$ cat src/pkg/cmp_ctl_pkg.sv
// constants for the comparator control register bank
package cmp_ctl_pkg;
   // printed offsets are not multiples of four: they are indices, byte address = 4*index
   localparam logic [7:0] REF_SEL_IDX = 8'h2C;
   localparam logic [7:0] CMP_CTL_IDX = 8'h2D;
   localparam logic [7:0] IRQ_STAT_IDX = 8'h2E;
   localparam logic [7:0] IRQ_MASK_IDX = 8'h2F;
   localparam logic [7:0] REF_SEL_RST = 8'h00;
   localparam logic [7:0] CMP_CTL_RST = 8'h80;
   localparam int EXT_BIT = 7;
   localparam int BGR_BIT = 6;
   localparam int LVL_LSB = 2;
   localparam int HYST_BIT = 7;
   localparam int INV_BIT = 5;
   localparam int IF_BIT = 4;
   localparam int IE_BIT = 3;
   localparam int RES_BIT = 2;
   localparam int PIN_BIT = 1;
   localparam int PWR_BIT = 0;
   localparam int CLK_MHZ = 25;
   localparam int EDGE_DELAY_NS = 250;
   // longest time rounds down
   localparam int EDGE_DELAY_CYC = (EDGE_DELAY_NS * CLK_MHZ) / 1000;
   typedef enum logic [1:0] {
      REF_LEVEL,
      REF_BANDGAP,
      REF_EXTERNAL
   } ref_src_t;
endpackage

$ cat src/verilog/comparator_control_regs.sv
// comparator control and status register bank on avalon-mm
`timescale 1ns/1ns
module comparator_control_regs
   import cmp_ctl_pkg::*;
(
   input wire logic mclk_i,
   input wire logic srst_i,
   input wire logic ce_i,
   input wire logic [9:0] avs_address_i,
   input wire logic avs_read_i,
   input wire logic avs_write_i,
   input wire logic [31:0] avs_writedata_i,
   input wire logic [3:0] avs_byteenable_i,
   output logic [31:0] avs_readdata_o,
   output logic avs_waitrequest_o,
   input wire logic comparator_raw_i,
   output logic external_ref_connect_o,
   output logic bandgap_connect_o,
   output logic [3:0] reference_level_field_o,
   output logic hysteresis_enable_o,
   output logic comparator_power_o,
   output logic shared_port_pin_o,
   output logic shared_port_pin_oe_o,
   output logic comparator_irq_o,
   output logic irq_o
);
   import cmp_ctl_pkg::*;

   logic [7:0] ref_q;
   logic [7:0] ctl_q;
   logic [1:0] stat_q;
   logic [1:0] mask_q;
   logic [2:0] sync_q;
   logic [EDGE_DELAY_CYC-1:0] dly_q;
   logic res_prev_q;
   logic ack_q;
   ref_src_t src_d;
   logic [7:0] idx;
   logic wr_lo;
   logic rd_go;
   logic raw_s;
   logic res_d;
   logic cmp_seen;

   assign idx = avs_address_i[9:2];
   // one wait cycle per access: ack pulse ends the request
   assign wr_lo = ce_i & avs_write_i & ack_q & avs_byteenable_i[0];
   assign rd_go = ce_i & avs_read_i & ack_q;

   always_ff @(posedge mclk_i) begin
      if (srst_i) begin
         ack_q <= 1'b0;
         avs_waitrequest_o <= 1'b1;
      end else if (ce_i) begin
         ack_q <= (avs_read_i | avs_write_i) & ~ack_q;
         // registered copy of the inverted ack, so the pin comes from a flop
         avs_waitrequest_o <= ~((avs_read_i | avs_write_i) & ~ack_q);
      end
   end

   // input synchroniser, change accepted when stages two and three agree
   always_ff @(posedge mclk_i) begin
      if (srst_i) begin
         sync_q <= 3'h0;
      end else if (ce_i) begin
         sync_q <= {sync_q[1:0], comparator_raw_i};
      end
   end
   assign raw_s = (sync_q[1] == sync_q[2]) ? sync_q[2] : res_prev_q;
   assign res_d = ctl_q[PWR_BIT] ? raw_s : 1'b1;

   // delay line models the edge latency; sync adds three more cycles
   always_ff @(posedge mclk_i) begin
      if (srst_i) begin
         dly_q <= '1;
         res_prev_q <= 1'b1;
      end else if (ce_i) begin
         res_prev_q <= res_d;
         dly_q <= {dly_q[EDGE_DELAY_CYC-2:0], res_d};
      end
   end
   // rising when not inverted, falling when inverted
   assign cmp_seen = ctl_q[INV_BIT]
      ? (~dly_q[EDGE_DELAY_CYC-2] & dly_q[EDGE_DELAY_CYC-1])
      : (dly_q[EDGE_DELAY_CYC-2] & ~dly_q[EDGE_DELAY_CYC-1]);

   always_ff @(posedge mclk_i) begin
      if (srst_i) begin
         ref_q <= REF_SEL_RST;
      end else if (wr_lo && idx == REF_SEL_IDX) begin
         ref_q <= avs_writedata_i[7:0] & 8'hFC;
      end
   end

   // control bits: flag set wins over read clear
   always_ff @(posedge mclk_i) begin
      if (srst_i) begin
         ctl_q <= CMP_CTL_RST;
      end else if (ce_i) begin
         if (wr_lo && idx == CMP_CTL_IDX) begin
            ctl_q[HYST_BIT] <= avs_writedata_i[HYST_BIT];
            ctl_q[INV_BIT] <= avs_writedata_i[INV_BIT];
            ctl_q[IE_BIT] <= avs_writedata_i[IE_BIT];
            ctl_q[PIN_BIT] <= avs_writedata_i[PIN_BIT];
            ctl_q[PWR_BIT] <= avs_writedata_i[PWR_BIT];
         end
         ctl_q[6] <= 1'b0;
         ctl_q[RES_BIT] <= ctl_q[INV_BIT] ? ~res_d : res_d;
         if (cmp_seen) begin
            ctl_q[IF_BIT] <= 1'b1;
         end else if (rd_go && idx == CMP_CTL_IDX) begin
            ctl_q[IF_BIT] <= 1'b0;
         end
      end
   end

   // sticky event status: bit0 comparator edge, bit1 result change
   always_ff @(posedge mclk_i) begin
      if (srst_i) begin
         stat_q <= 2'h0;
         mask_q <= 2'h0;
      end else if (ce_i) begin
         stat_q[0] <= cmp_seen | (stat_q[0] &
            ~(wr_lo && idx == IRQ_STAT_IDX && avs_writedata_i[0]));
         stat_q[1] <= (res_d != res_prev_q) | (stat_q[1] &
            ~(wr_lo && idx == IRQ_STAT_IDX && avs_writedata_i[1]));
         if (wr_lo && idx == IRQ_MASK_IDX) begin
            mask_q <= avs_writedata_i[1:0];
         end
      end
   end

   always_comb begin
      if (ref_q[EXT_BIT]) begin
         src_d = REF_EXTERNAL;
      end else if (ref_q[BGR_BIT]) begin
         src_d = REF_BANDGAP;
      end else begin
         src_d = REF_LEVEL;
      end
   end

   always_ff @(posedge mclk_i) begin
      if (srst_i) begin
         external_ref_connect_o <= 1'b0;
         bandgap_connect_o <= 1'b0;
         reference_level_field_o <= 4'h0;
         hysteresis_enable_o <= 1'b1;
         comparator_power_o <= 1'b0;
         shared_port_pin_o <= 1'b0;
         shared_port_pin_oe_o <= 1'b0;
         comparator_irq_o <= 1'b0;
         irq_o <= 1'b0;
         avs_readdata_o <= 32'h0;
      end else if (ce_i) begin
         external_ref_connect_o <= (src_d == REF_EXTERNAL);
         bandgap_connect_o <= (src_d == REF_BANDGAP);
         reference_level_field_o <= ref_q[5:LVL_LSB];
         hysteresis_enable_o <= ctl_q[HYST_BIT];
         comparator_power_o <= ctl_q[PWR_BIT];
         shared_port_pin_o <= ctl_q[RES_BIT];
         shared_port_pin_oe_o <= ctl_q[PIN_BIT];
         comparator_irq_o <= ctl_q[IE_BIT] & ctl_q[IF_BIT];
         irq_o <= |(stat_q & mask_q);
         avs_readdata_o <= 32'h0;
         if (avs_read_i && !ack_q) begin
            unique case (idx)
               REF_SEL_IDX: avs_readdata_o <= {24'h0, ref_q};
               CMP_CTL_IDX: avs_readdata_o <= {24'h0, ctl_q};
               IRQ_STAT_IDX: avs_readdata_o <= {30'h0, stat_q};
               IRQ_MASK_IDX: avs_readdata_o <= {30'h0, mask_q};
               default: avs_readdata_o <= 32'h0;
            endcase
         end
      end
   end

   AST_IRQ_GATE: assert property (@(posedge mclk_i) disable iff (srst_i)
      ce_i |=> comparator_irq_o == $past(ctl_q[IE_BIT] & ctl_q[IF_BIT]))
      else $error("irq does not follow enable and flag");
   AST_FLAG_CLR: assert property (@(posedge mclk_i) disable iff (srst_i)
      rd_go && idx == CMP_CTL_IDX && !cmp_seen |=> !ctl_q[IF_BIT])
      else $error("read did not clear flag");
   AST_FLAG_SET: assert property (@(posedge mclk_i) disable iff (srst_i)
      ce_i && cmp_seen |=> ctl_q[IF_BIT])
      else $error("edge did not set flag");
   AST_OFF_ONE: assert property (@(posedge mclk_i) disable iff (srst_i)
      ce_i && !ctl_q[PWR_BIT] |=> res_prev_q)
      else $error("powered-off result not one");
   AST_PRIO: assert property (@(posedge mclk_i) disable iff (srst_i)
      !(external_ref_connect_o && bandgap_connect_o))
      else $error("two reference sources at once");
   AST_RSVD: assert property (@(posedge mclk_i) disable iff (srst_i)
      ctl_q[6] == 1'b0 ##0 ref_q[1:0] == 2'h0)
      else $error("reserved bit set");
   AST_PIN: assert property (@(posedge mclk_i) disable iff (srst_i)
      ce_i && !ctl_q[PIN_BIT] |=> !shared_port_pin_oe_o)
      else $error("pin driven while disabled");
   AST_INV: assert property (@(posedge mclk_i) disable iff (srst_i)
      ce_i |=> ctl_q[RES_BIT] == ($past(ctl_q[INV_BIT]) ^ res_prev_q))
      else $error("result bit does not match inversion");

   AST_REF_WR: assert property (@(posedge mclk_i) disable iff (srst_i)
      wr_lo && idx == REF_SEL_IDX
      |=> ref_q == ($past(avs_writedata_i[7:0]) & 8'hFC))
      else $error("reference write did not land");

   AST_EXT_OUT: assert property (@(posedge mclk_i) disable iff (srst_i)
      ce_i
      |=> external_ref_connect_o == $past(ref_q[EXT_BIT]))
      else $error("external connect does not follow register");

   AST_BGR_OUT: assert property (@(posedge mclk_i) disable iff (srst_i)
      ce_i
      |=> bandgap_connect_o == $past(ref_q[BGR_BIT] & ~ref_q[EXT_BIT]))
      else $error("bandgap connect does not follow register");

   AST_LVL_OUT: assert property (@(posedge mclk_i) disable iff (srst_i)
      ce_i
      |=> reference_level_field_o == $past(ref_q[5:LVL_LSB]))
      else $error("level field does not follow register");

   AST_HYST_OUT: assert property (@(posedge mclk_i) disable iff (srst_i)
      ce_i
      |=> hysteresis_enable_o == $past(ctl_q[HYST_BIT]))
      else $error("hysteresis output does not follow register");

   AST_PWR_OUT: assert property (@(posedge mclk_i) disable iff (srst_i)
      ce_i
      |=> comparator_power_o == $past(ctl_q[PWR_BIT]))
      else $error("power output does not follow register");

   AST_PIN_VAL: assert property (@(posedge mclk_i) disable iff (srst_i)
      ce_i
      |=> shared_port_pin_o == $past(ctl_q[RES_BIT]))
      else $error("pin value does not follow result");

   AST_PIN_ON: assert property (@(posedge mclk_i) disable iff (srst_i)
      ce_i && ctl_q[PIN_BIT]
      |=> shared_port_pin_oe_o)
      else $error("pin not driven while enabled");

   AST_FLAG_WR: assert property (@(posedge mclk_i) disable iff (srst_i)
      wr_lo && idx == CMP_CTL_IDX && !cmp_seen
      |=> ctl_q[IF_BIT] == $past(ctl_q[IF_BIT]))
      else $error("write changed the flag");

   AST_FLAG_HOLD: assert property (@(posedge mclk_i) disable iff (srst_i)
      ce_i && !cmp_seen && !(rd_go && idx == CMP_CTL_IDX)
      |=> ctl_q[IF_BIT] == $past(ctl_q[IF_BIT]))
      else $error("flag moved without edge or read");

   AST_IE_WR: assert property (@(posedge mclk_i) disable iff (srst_i)
      wr_lo && idx == CMP_CTL_IDX
      |=> ctl_q[IE_BIT] == $past(avs_writedata_i[IE_BIT]))
      else $error("enable write did not land");

   AST_IRQ_LOW: assert property (@(posedge mclk_i) disable iff (srst_i)
      ce_i && !ctl_q[IE_BIT]
      |=> !comparator_irq_o)
      else $error("irq raised while disabled");

   AST_RES_OFF: assert property (@(posedge mclk_i) disable iff (srst_i)
      ce_i && !ctl_q[PWR_BIT]
      |=> ctl_q[RES_BIT] == ~$past(ctl_q[INV_BIT]))
      else $error("powered-off result bit wrong");

   AST_NO_EDGE: assert property (@(posedge mclk_i) disable iff (srst_i)
      ce_i && dly_q[EDGE_DELAY_CYC-2] == dly_q[EDGE_DELAY_CYC-1]
      |-> !cmp_seen)
      else $error("edge seen on steady result");

   AST_RISE: assert property (@(posedge mclk_i) disable iff (srst_i)
      !ctl_q[INV_BIT] && dly_q[EDGE_DELAY_CYC-2] && !dly_q[EDGE_DELAY_CYC-1]
      |-> cmp_seen)
      else $error("rising edge missed");

   AST_FALL: assert property (@(posedge mclk_i) disable iff (srst_i)
      ctl_q[INV_BIT] && !dly_q[EDGE_DELAY_CYC-2] && dly_q[EDGE_DELAY_CYC-1]
      |-> cmp_seen)
      else $error("falling edge missed");

   AST_DLY_IN: assert property (@(posedge mclk_i) disable iff (srst_i)
      ce_i
      |=> dly_q[0] == $past(res_d))
      else $error("delay line did not take result");

   AST_RD_CTL: assert property (@(posedge mclk_i) disable iff (srst_i)
      ce_i && avs_read_i && !ack_q && idx == CMP_CTL_IDX
      |=> avs_readdata_o == {24'h0, $past(ctl_q)})
      else $error("control read data wrong");

   AST_RD_REF: assert property (@(posedge mclk_i) disable iff (srst_i)
      ce_i && avs_read_i && !ack_q && idx == REF_SEL_IDX
      |=> avs_readdata_o == {24'h0, $past(ref_q)})
      else $error("reference read data wrong");

   AST_WAIT_ONE: assert property (@(posedge mclk_i) disable iff (srst_i)
      ce_i && (avs_read_i || avs_write_i) && avs_waitrequest_o
      |=> !avs_waitrequest_o)
      else $error("request not answered after one wait");

   AST_WAIT_PULSE: assert property (@(posedge mclk_i) disable iff (srst_i)
      ce_i && !avs_waitrequest_o
      |=> avs_waitrequest_o)
      else $error("waitrequest low for more than one cycle");

   AST_WAIT_ACK: assert property (@(posedge mclk_i) disable iff (srst_i)
      avs_waitrequest_o == ~ack_q)
      else $error("waitrequest out of step with ack");

   AST_STAT_SET: assert property (@(posedge mclk_i) disable iff (srst_i)
      ce_i && cmp_seen
      |=> stat_q[0])
      else $error("edge did not set status");

   AST_IRQ_OUT: assert property (@(posedge mclk_i) disable iff (srst_i)
      ce_i
      |=> irq_o == $past(|(stat_q & mask_q)))
      else $error("irq does not follow status and mask");

   AST_FREEZE: assert property (@(posedge mclk_i) disable iff (srst_i)
      !ce_i
      |=> ctl_q == $past(ctl_q) && ref_q == $past(ref_q))
      else $error("state moved while clock enable low");

   AST_FREEZE_OUT: assert property (@(posedge mclk_i) disable iff (srst_i)
      !ce_i
      |=> irq_o == $past(irq_o) && avs_readdata_o == $past(avs_readdata_o))
      else $error("outputs moved while clock enable low");
endmodule

$ cat config.mk
export PLATFORM = sky130hd
export DESIGN_NAME = comparator_control_regs
export DESIGN_NICKNAME = d
export VERILOG_FILES = /design/src/pkg/cmp_ctl_pkg.sv /design/src/verilog/comparator_control_regs.sv
export SDC_FILE = /design/constraint.sdc
export NUM_CORES = 1
export LEC_CHECK = 0
export ABC_AREA = 0
export BUFFER_PORTS_ARGS = -buffer_cell sky130_fd_sc_hd__buf_4
export CAP_MARGIN = 0
export CELL_PAD_IN_SITES_DETAIL_PLACEMENT = 0
export CELL_PAD_IN_SITES_GLOBAL_PLACEMENT = 1
export CORE_MARGIN = 2
export CORE_UTILIZATION = 34
export DETAILED_ROUTE_END_ITERATION = 12
export PLACE_DENSITY_LB_ADDON = 0.1
export SLEW_MARGIN = 20
export SYNTH_ARGS = -nofsm -noshare
export SYNTH_HDL_FRONTEND = slang
export SYNTH_SLANG_ARGS = --single-unit
$ cat constraint.sdc
create_clock -name mclk_i -period 1.7 [get_ports mclk_i]
set_input_delay 0 -clock mclk_i [delete_from_list [all_inputs] [get_ports mclk_i]]
set_output_delay 0 -clock mclk_i [all_outputs]
set_load 0.02 [all_outputs]
Word level (Yosys, flattened, before mapping)
Cells that the tools add are included.
W data, S select, Z words.
- bitwise logic cells: 22
- reduce and logical (&&, ||, !) cells: 14
- eq/ne operators: 8
- mux-type cells: 10
- operators by type and width (kind ; number):
    $eq A8 B6 Y1 const B ; 4
    $pmux W8 S4 ; 1
    $and A1 B1 Y1 ; 11
    $logic_and A1 B1 Y1 ; 8
    $mux W8 ; 1
    $mux W1 ; 7
    $not A1 Y1 ; 7
    $reduce_and A2 Y1 ; 3
    $or A1 B1 Y1 ; 3
    $and A2 B2 Y2 ; 1
    $eq A2 B1 Y1 const B ; 1
    $eq A2 B2 Y1 const B ; 1
    $mux W2 ; 1
    $reduce_bool A2 Y1 ; 1
    $reduce_or A2 Y1 ; 1
    $eq A1 B1 Y1 ; 1
    $logic_not A1 Y1 ; 1
    $ne A1 B1 Y1 ; 1
- register bits: 73
- bits of input ports: 52

Depth between registers and ports, before layout
- depth in word-level cells: 8
- depth in mapped cells: 5
- gate-level depth less buffers: 3

Worst setup path after synthesis
No wires, ideal clock.
- path type: flip-flop to flip-flop
- start point: register dly_q[0] (netlist name)
- end point: register ctl_q[2]
- arrival: 1.214 ns
- cell stages (with the launch flop): 4
- data required time: 1.594 ns
- path slack: 0.380 ns
- library setup time: 0.106 ns
- clock period less this slack: 1.320 ns
- cells stage by stage: dfxtp_1 -> maj3_1 -> or4_1 -> o311ai_0
- RTL lines (element ; RTL line ; source):
    end signal: indexed assignment ; comparator_control_regs.sv:101 ; ctl_q[HYST_BIT] <= avs_writedata_i[HYST_BIT];
    end signal: indexed assignment ; comparator_control_regs.sv:102 ; ctl_q[INV_BIT] <= avs_writedata_i[INV_BIT];
    end signal: indexed assignment ; comparator_control_regs.sv:103 ; ctl_q[IE_BIT] <= avs_writedata_i[IE_BIT];
    end: declaration ; comparator_control_regs.sv:30 ; logic [7:0] ctl_q;

Worst setup path after layout
- start point: register ack_q
- end point: register mask_q[1]
- longest elaborated chain between the ends: 4
- RTL lines (element ; RTL line ; source):
    start: declaration ; comparator_control_regs.sv:36 ; logic ack_q;
    start signal: assignment ; comparator_control_regs.sv:55 ; ack_q <= (avs_read_i | avs_write_i) & ~ack_q;
    $and A1 B1 Y1 (2 in series) ; comparator_control_regs.sv:47 ; assign wr_lo = ce_i & avs_write_i & ack_q & avs_byteenable_i[0];
    $logic_and A1 B1 Y1 ; comparator_control_regs.sv:127 ; if (wr_lo && idx == IRQ_MASK_IDX) begin
    $reduce_and A2 Y1 (no source line) ; - ;
    end signal: assignment ; comparator_control_regs.sv:128 ; mask_q <= avs_writedata_i[1:0];
    end: declaration ; comparator_control_regs.sv:32 ; logic [1:0] mask_q;
Every way passes these cells.
A chain may end at the register's enable or synchronous reset.

==> flow_metrics.env <==
export IMPL_clk_pin_slew_ps=100
export IMPL_crit_buf_inv=0
export IMPL_wl_mm=5.15
export IMPL_crit_fanout=7
export IMPL_first_global_vias=1604
export IMPL_dr_total_vias=1788
export IMPL_routedWlPerCell_um=13.8
export IMPL_grt_overflow_total=0
export IMPL_drive_above_1_share=0.203
export IMPL_internal_power_w=0.00155
export IMPL_worstPathRequired_ps=1910
export IMPL_cts_hold_buf=9
export IMPL_pwr_share_seq=0.547
export IMPL_p_sw_w=0.000573
export IMPL_design_area_mm2=0.00278
export IMPL_worstPathCellList="nand4_1 -> or4_4 -> mux2i_1"
export IMPL_post_cts_buffers=0
export IMPL_cts_buffers=5
export IMPL_die_h_um=86.3
export IMPL_portBuffers=43
export IMPL_h_tree_depth=2
export IMPL_core_region_area_mm2=0.00646
export IMPL_use_met2=0.216
export IMPL_fmax_mhz=713
export IMPL_netSwitchingFraction=0.270
export IMPL_crit_family="simple AND/OR/NAND/NOR gates"
export IMPL_finalHoldViolations=0
export IMPL_clk_latency_ps=310
export IMPL_synth_cell_types=44
export IMPL_cts_buffer_depth=2
export IMPL_fin_skew_ps=14.1
export IMPL_vias_per_cell=4.79
export IMPL_syn_avg_cell_area_um2=9.32
export IMPL_worst_hold_path_type="in -> reg"
export IMPL_maxCapViolations=0
export IMPL_cts_sinks=48
export IMPL_critPathMaxStageDelay_ps=550
export IMPL_comb_power_share=0.122
export IMPL_layout_common_cells="48 x dfxtp_1, 47 x buf_4, 29 x mux2i_1"
export IMPL_p_clk_frac=0.331
export IMPL_synth_cell_area_mm2=0.00230
export IMPL_leakage_nw=1.19
export IMPL_syn2layout_area_growth_pct=20.7
export IMPL_placed_area_mm2=0.00259
export IMPL_status="finished clean"
export IMPL_arrival_ps=1620
export IMPL_yosys_register_bits=48
export IMPL_io_pins=97
export IMPL_ant_nets=0
export IMPL_post_cts_resized=0
export IMPL_use_met1=0.202
export IMPL_yosysWarnings=0
export IMPL_start_util=0.356
export IMPL_cts_tree="built"
export IMPL_layout_commonest_cell="dfxtp_1"
export IMPL_nFillCells=681
export IMPL_min_period_ps=1400
export IMPL_rows=29
export IMPL_setup_viol=0
export IMPL_synth_flop_cell="dfxtp_1"
export IMPL_synth_cells=247
export IMPL_dieArea_mm2=0.00744
export IMPL_end_kind="flip-flop"
export IMPL_ys_seq_area_frac=0.418
export IMPL_slowest_stage="or4_4"
export IMPL_die_w_um=86.3
export IMPL_firstDrtPassIters=4
export IMPL_synth_top_area_share=0.418
export IMPL_cts_root_buf="clkbuf_8"
export IMPL_use_met3=0.0352
export IMPL_grt_usage=0.141
export IMPL_seq_area_um2=961
export IMPL_layout_nets=347
export IMPL_busiest_layer="met2"
export IMPL_p_per_area_mw_per_mm2=763
export IMPL_gp_congestion=0.753
export IMPL_drc=0
export IMPL_dp_hpwl_mm=3.72
export IMPL_multi_input_area_mm2=0.00117
export IMPL_yosysTopAreaCell="dfxtp_1"
export IMPL_critical_path_class="reg -> reg"
export IMPL_ys_async_sr_fraction=0
export IMPL_grt_max_degree=35
export IMPL_timing_setup_tns_ps=0
export IMPL_drt_iter0_markers=58
export IMPL_ir_drop_uv=383
export IMPL_grt_pass1_wl_mm=8.16
export IMPL_synth_edf_count=0
export IMPL_slew_violations=0
export IMPL_antenna_found_initial=0
export IMPL_startpoint_type="flip-flop"
export IMPL_period_share=0.825
export IMPL_diodes=0
export IMPL_rsz0062_at_grt="false"
export IMPL_synthTopCellsByArea="dfxtp_1 42%, mux2i_1 13%, buf_4 7.8%, nand2b_1 6.8%, nor2_1 3.1%"
## routing by layer
metal / routed length [µm] / vias to the layer above
met5: 0 / -
met4: 31 / 0
met3: 303 / 4
met2: 2260 / 51
met1: 2550 / 827
li1: - / 906
## metrics by stage
step                 util  hold WS [ps]  total power [W]  setup slack (ps)  std cells
floorplan               -           147          0.00139               380        270
global placement    0.402           237          0.00143               299        356
detailed placement  0.402           244          0.00143               288        356
CTS                 0.430          29.3          0.00215               293        373
global route        0.430          58.7          0.00222               214        373
finish              0.430          37.2          0.00212               298        373
## power by group through the flow
stage          sequential (W)  clock (W)  combinational (W)
4_1_cts               0.00116   0.000727           0.000260
3_3_place_gp          0.00119          0           0.000244
2_1_floorplan         0.00119          0           0.000203
3_5_place_dp          0.00119          0           0.000243
5_1_grt               0.00116   0.000770           0.000284
6_report              0.00116   0.000701           0.000259
## synth_stat cells, types with 5 or more instances
master    number
dfxtp_1       48
mux2i_1       29
nand2b_1      25
buf_4         24
nor2_1        19
nand2_1       13
o21ai_0        9
buf_2          7
clkbuf_1       7
a211o_1        6
a21oi_1        5
nor2b_1        5
## cells by family after synthesis
| group | Yosys count | synth area share |
|---|---|---|
| buf+inv | 41 | 0.110 |
| flops | 48 | 0.418 |
| other cells | 1 | 0.00163 |
| fa+ha+maj | 1 | 0.00435 |
| mux | 31 | 0.136 |
| simple gates | 93 | 0.231 |
| compound gates | 32 | 0.0995 |
## tightest hold or removal path, cell delays in order
cell      delay [ps]
buf_4             90
nor2_1            50
o22ai_1          100
nand2b_1          60
## layout make-up
class / count / share of cell area
clock inverter: 3 / 0.00856
tap: 77 / 0.0347
multi-input combinational: 181 / 0.423
clock buffer: 5 / 0.0248
inverter: 3 / 0.00405
timing repair buffer: 56 / 0.159
sequential: 48 / 0.346
## sequential cells by signal (all words and copies together), names as in the netlist
name	cells
hysteresis_enable_o	1
shared_port_pin_o	1
irq_o	1
stat_q	2
ctl_q	7
dly_q	6
comparator_power_o	1
mask_q	2
sync_q	3
ref_q	6
reference_level_field_o	4
avs_waitrequest_o	1
shared_port_pin_oe_o	1
avs_readdata_o	8
external_ref_connect_o	1
bandgap_connect_o	1
comparator_irq_o	1
ack_q	1
## final timing paths
check | cells after the start | endpoint | slack [ps] | startpoint
setup / recovery | 3 | mask_q[1] | 300 | ack_q
setup reg to reg | 3 | mask_q[1] | 300 | ack_q
hold reg to reg | 2 | avs_readdata_o[2] | 460 | avs_readdata_o[2]
hold / removal | 4 | avs_waitrequest_o | 40 | avs_write_i
Note: power is estimated with default switching activity, not from simulation.
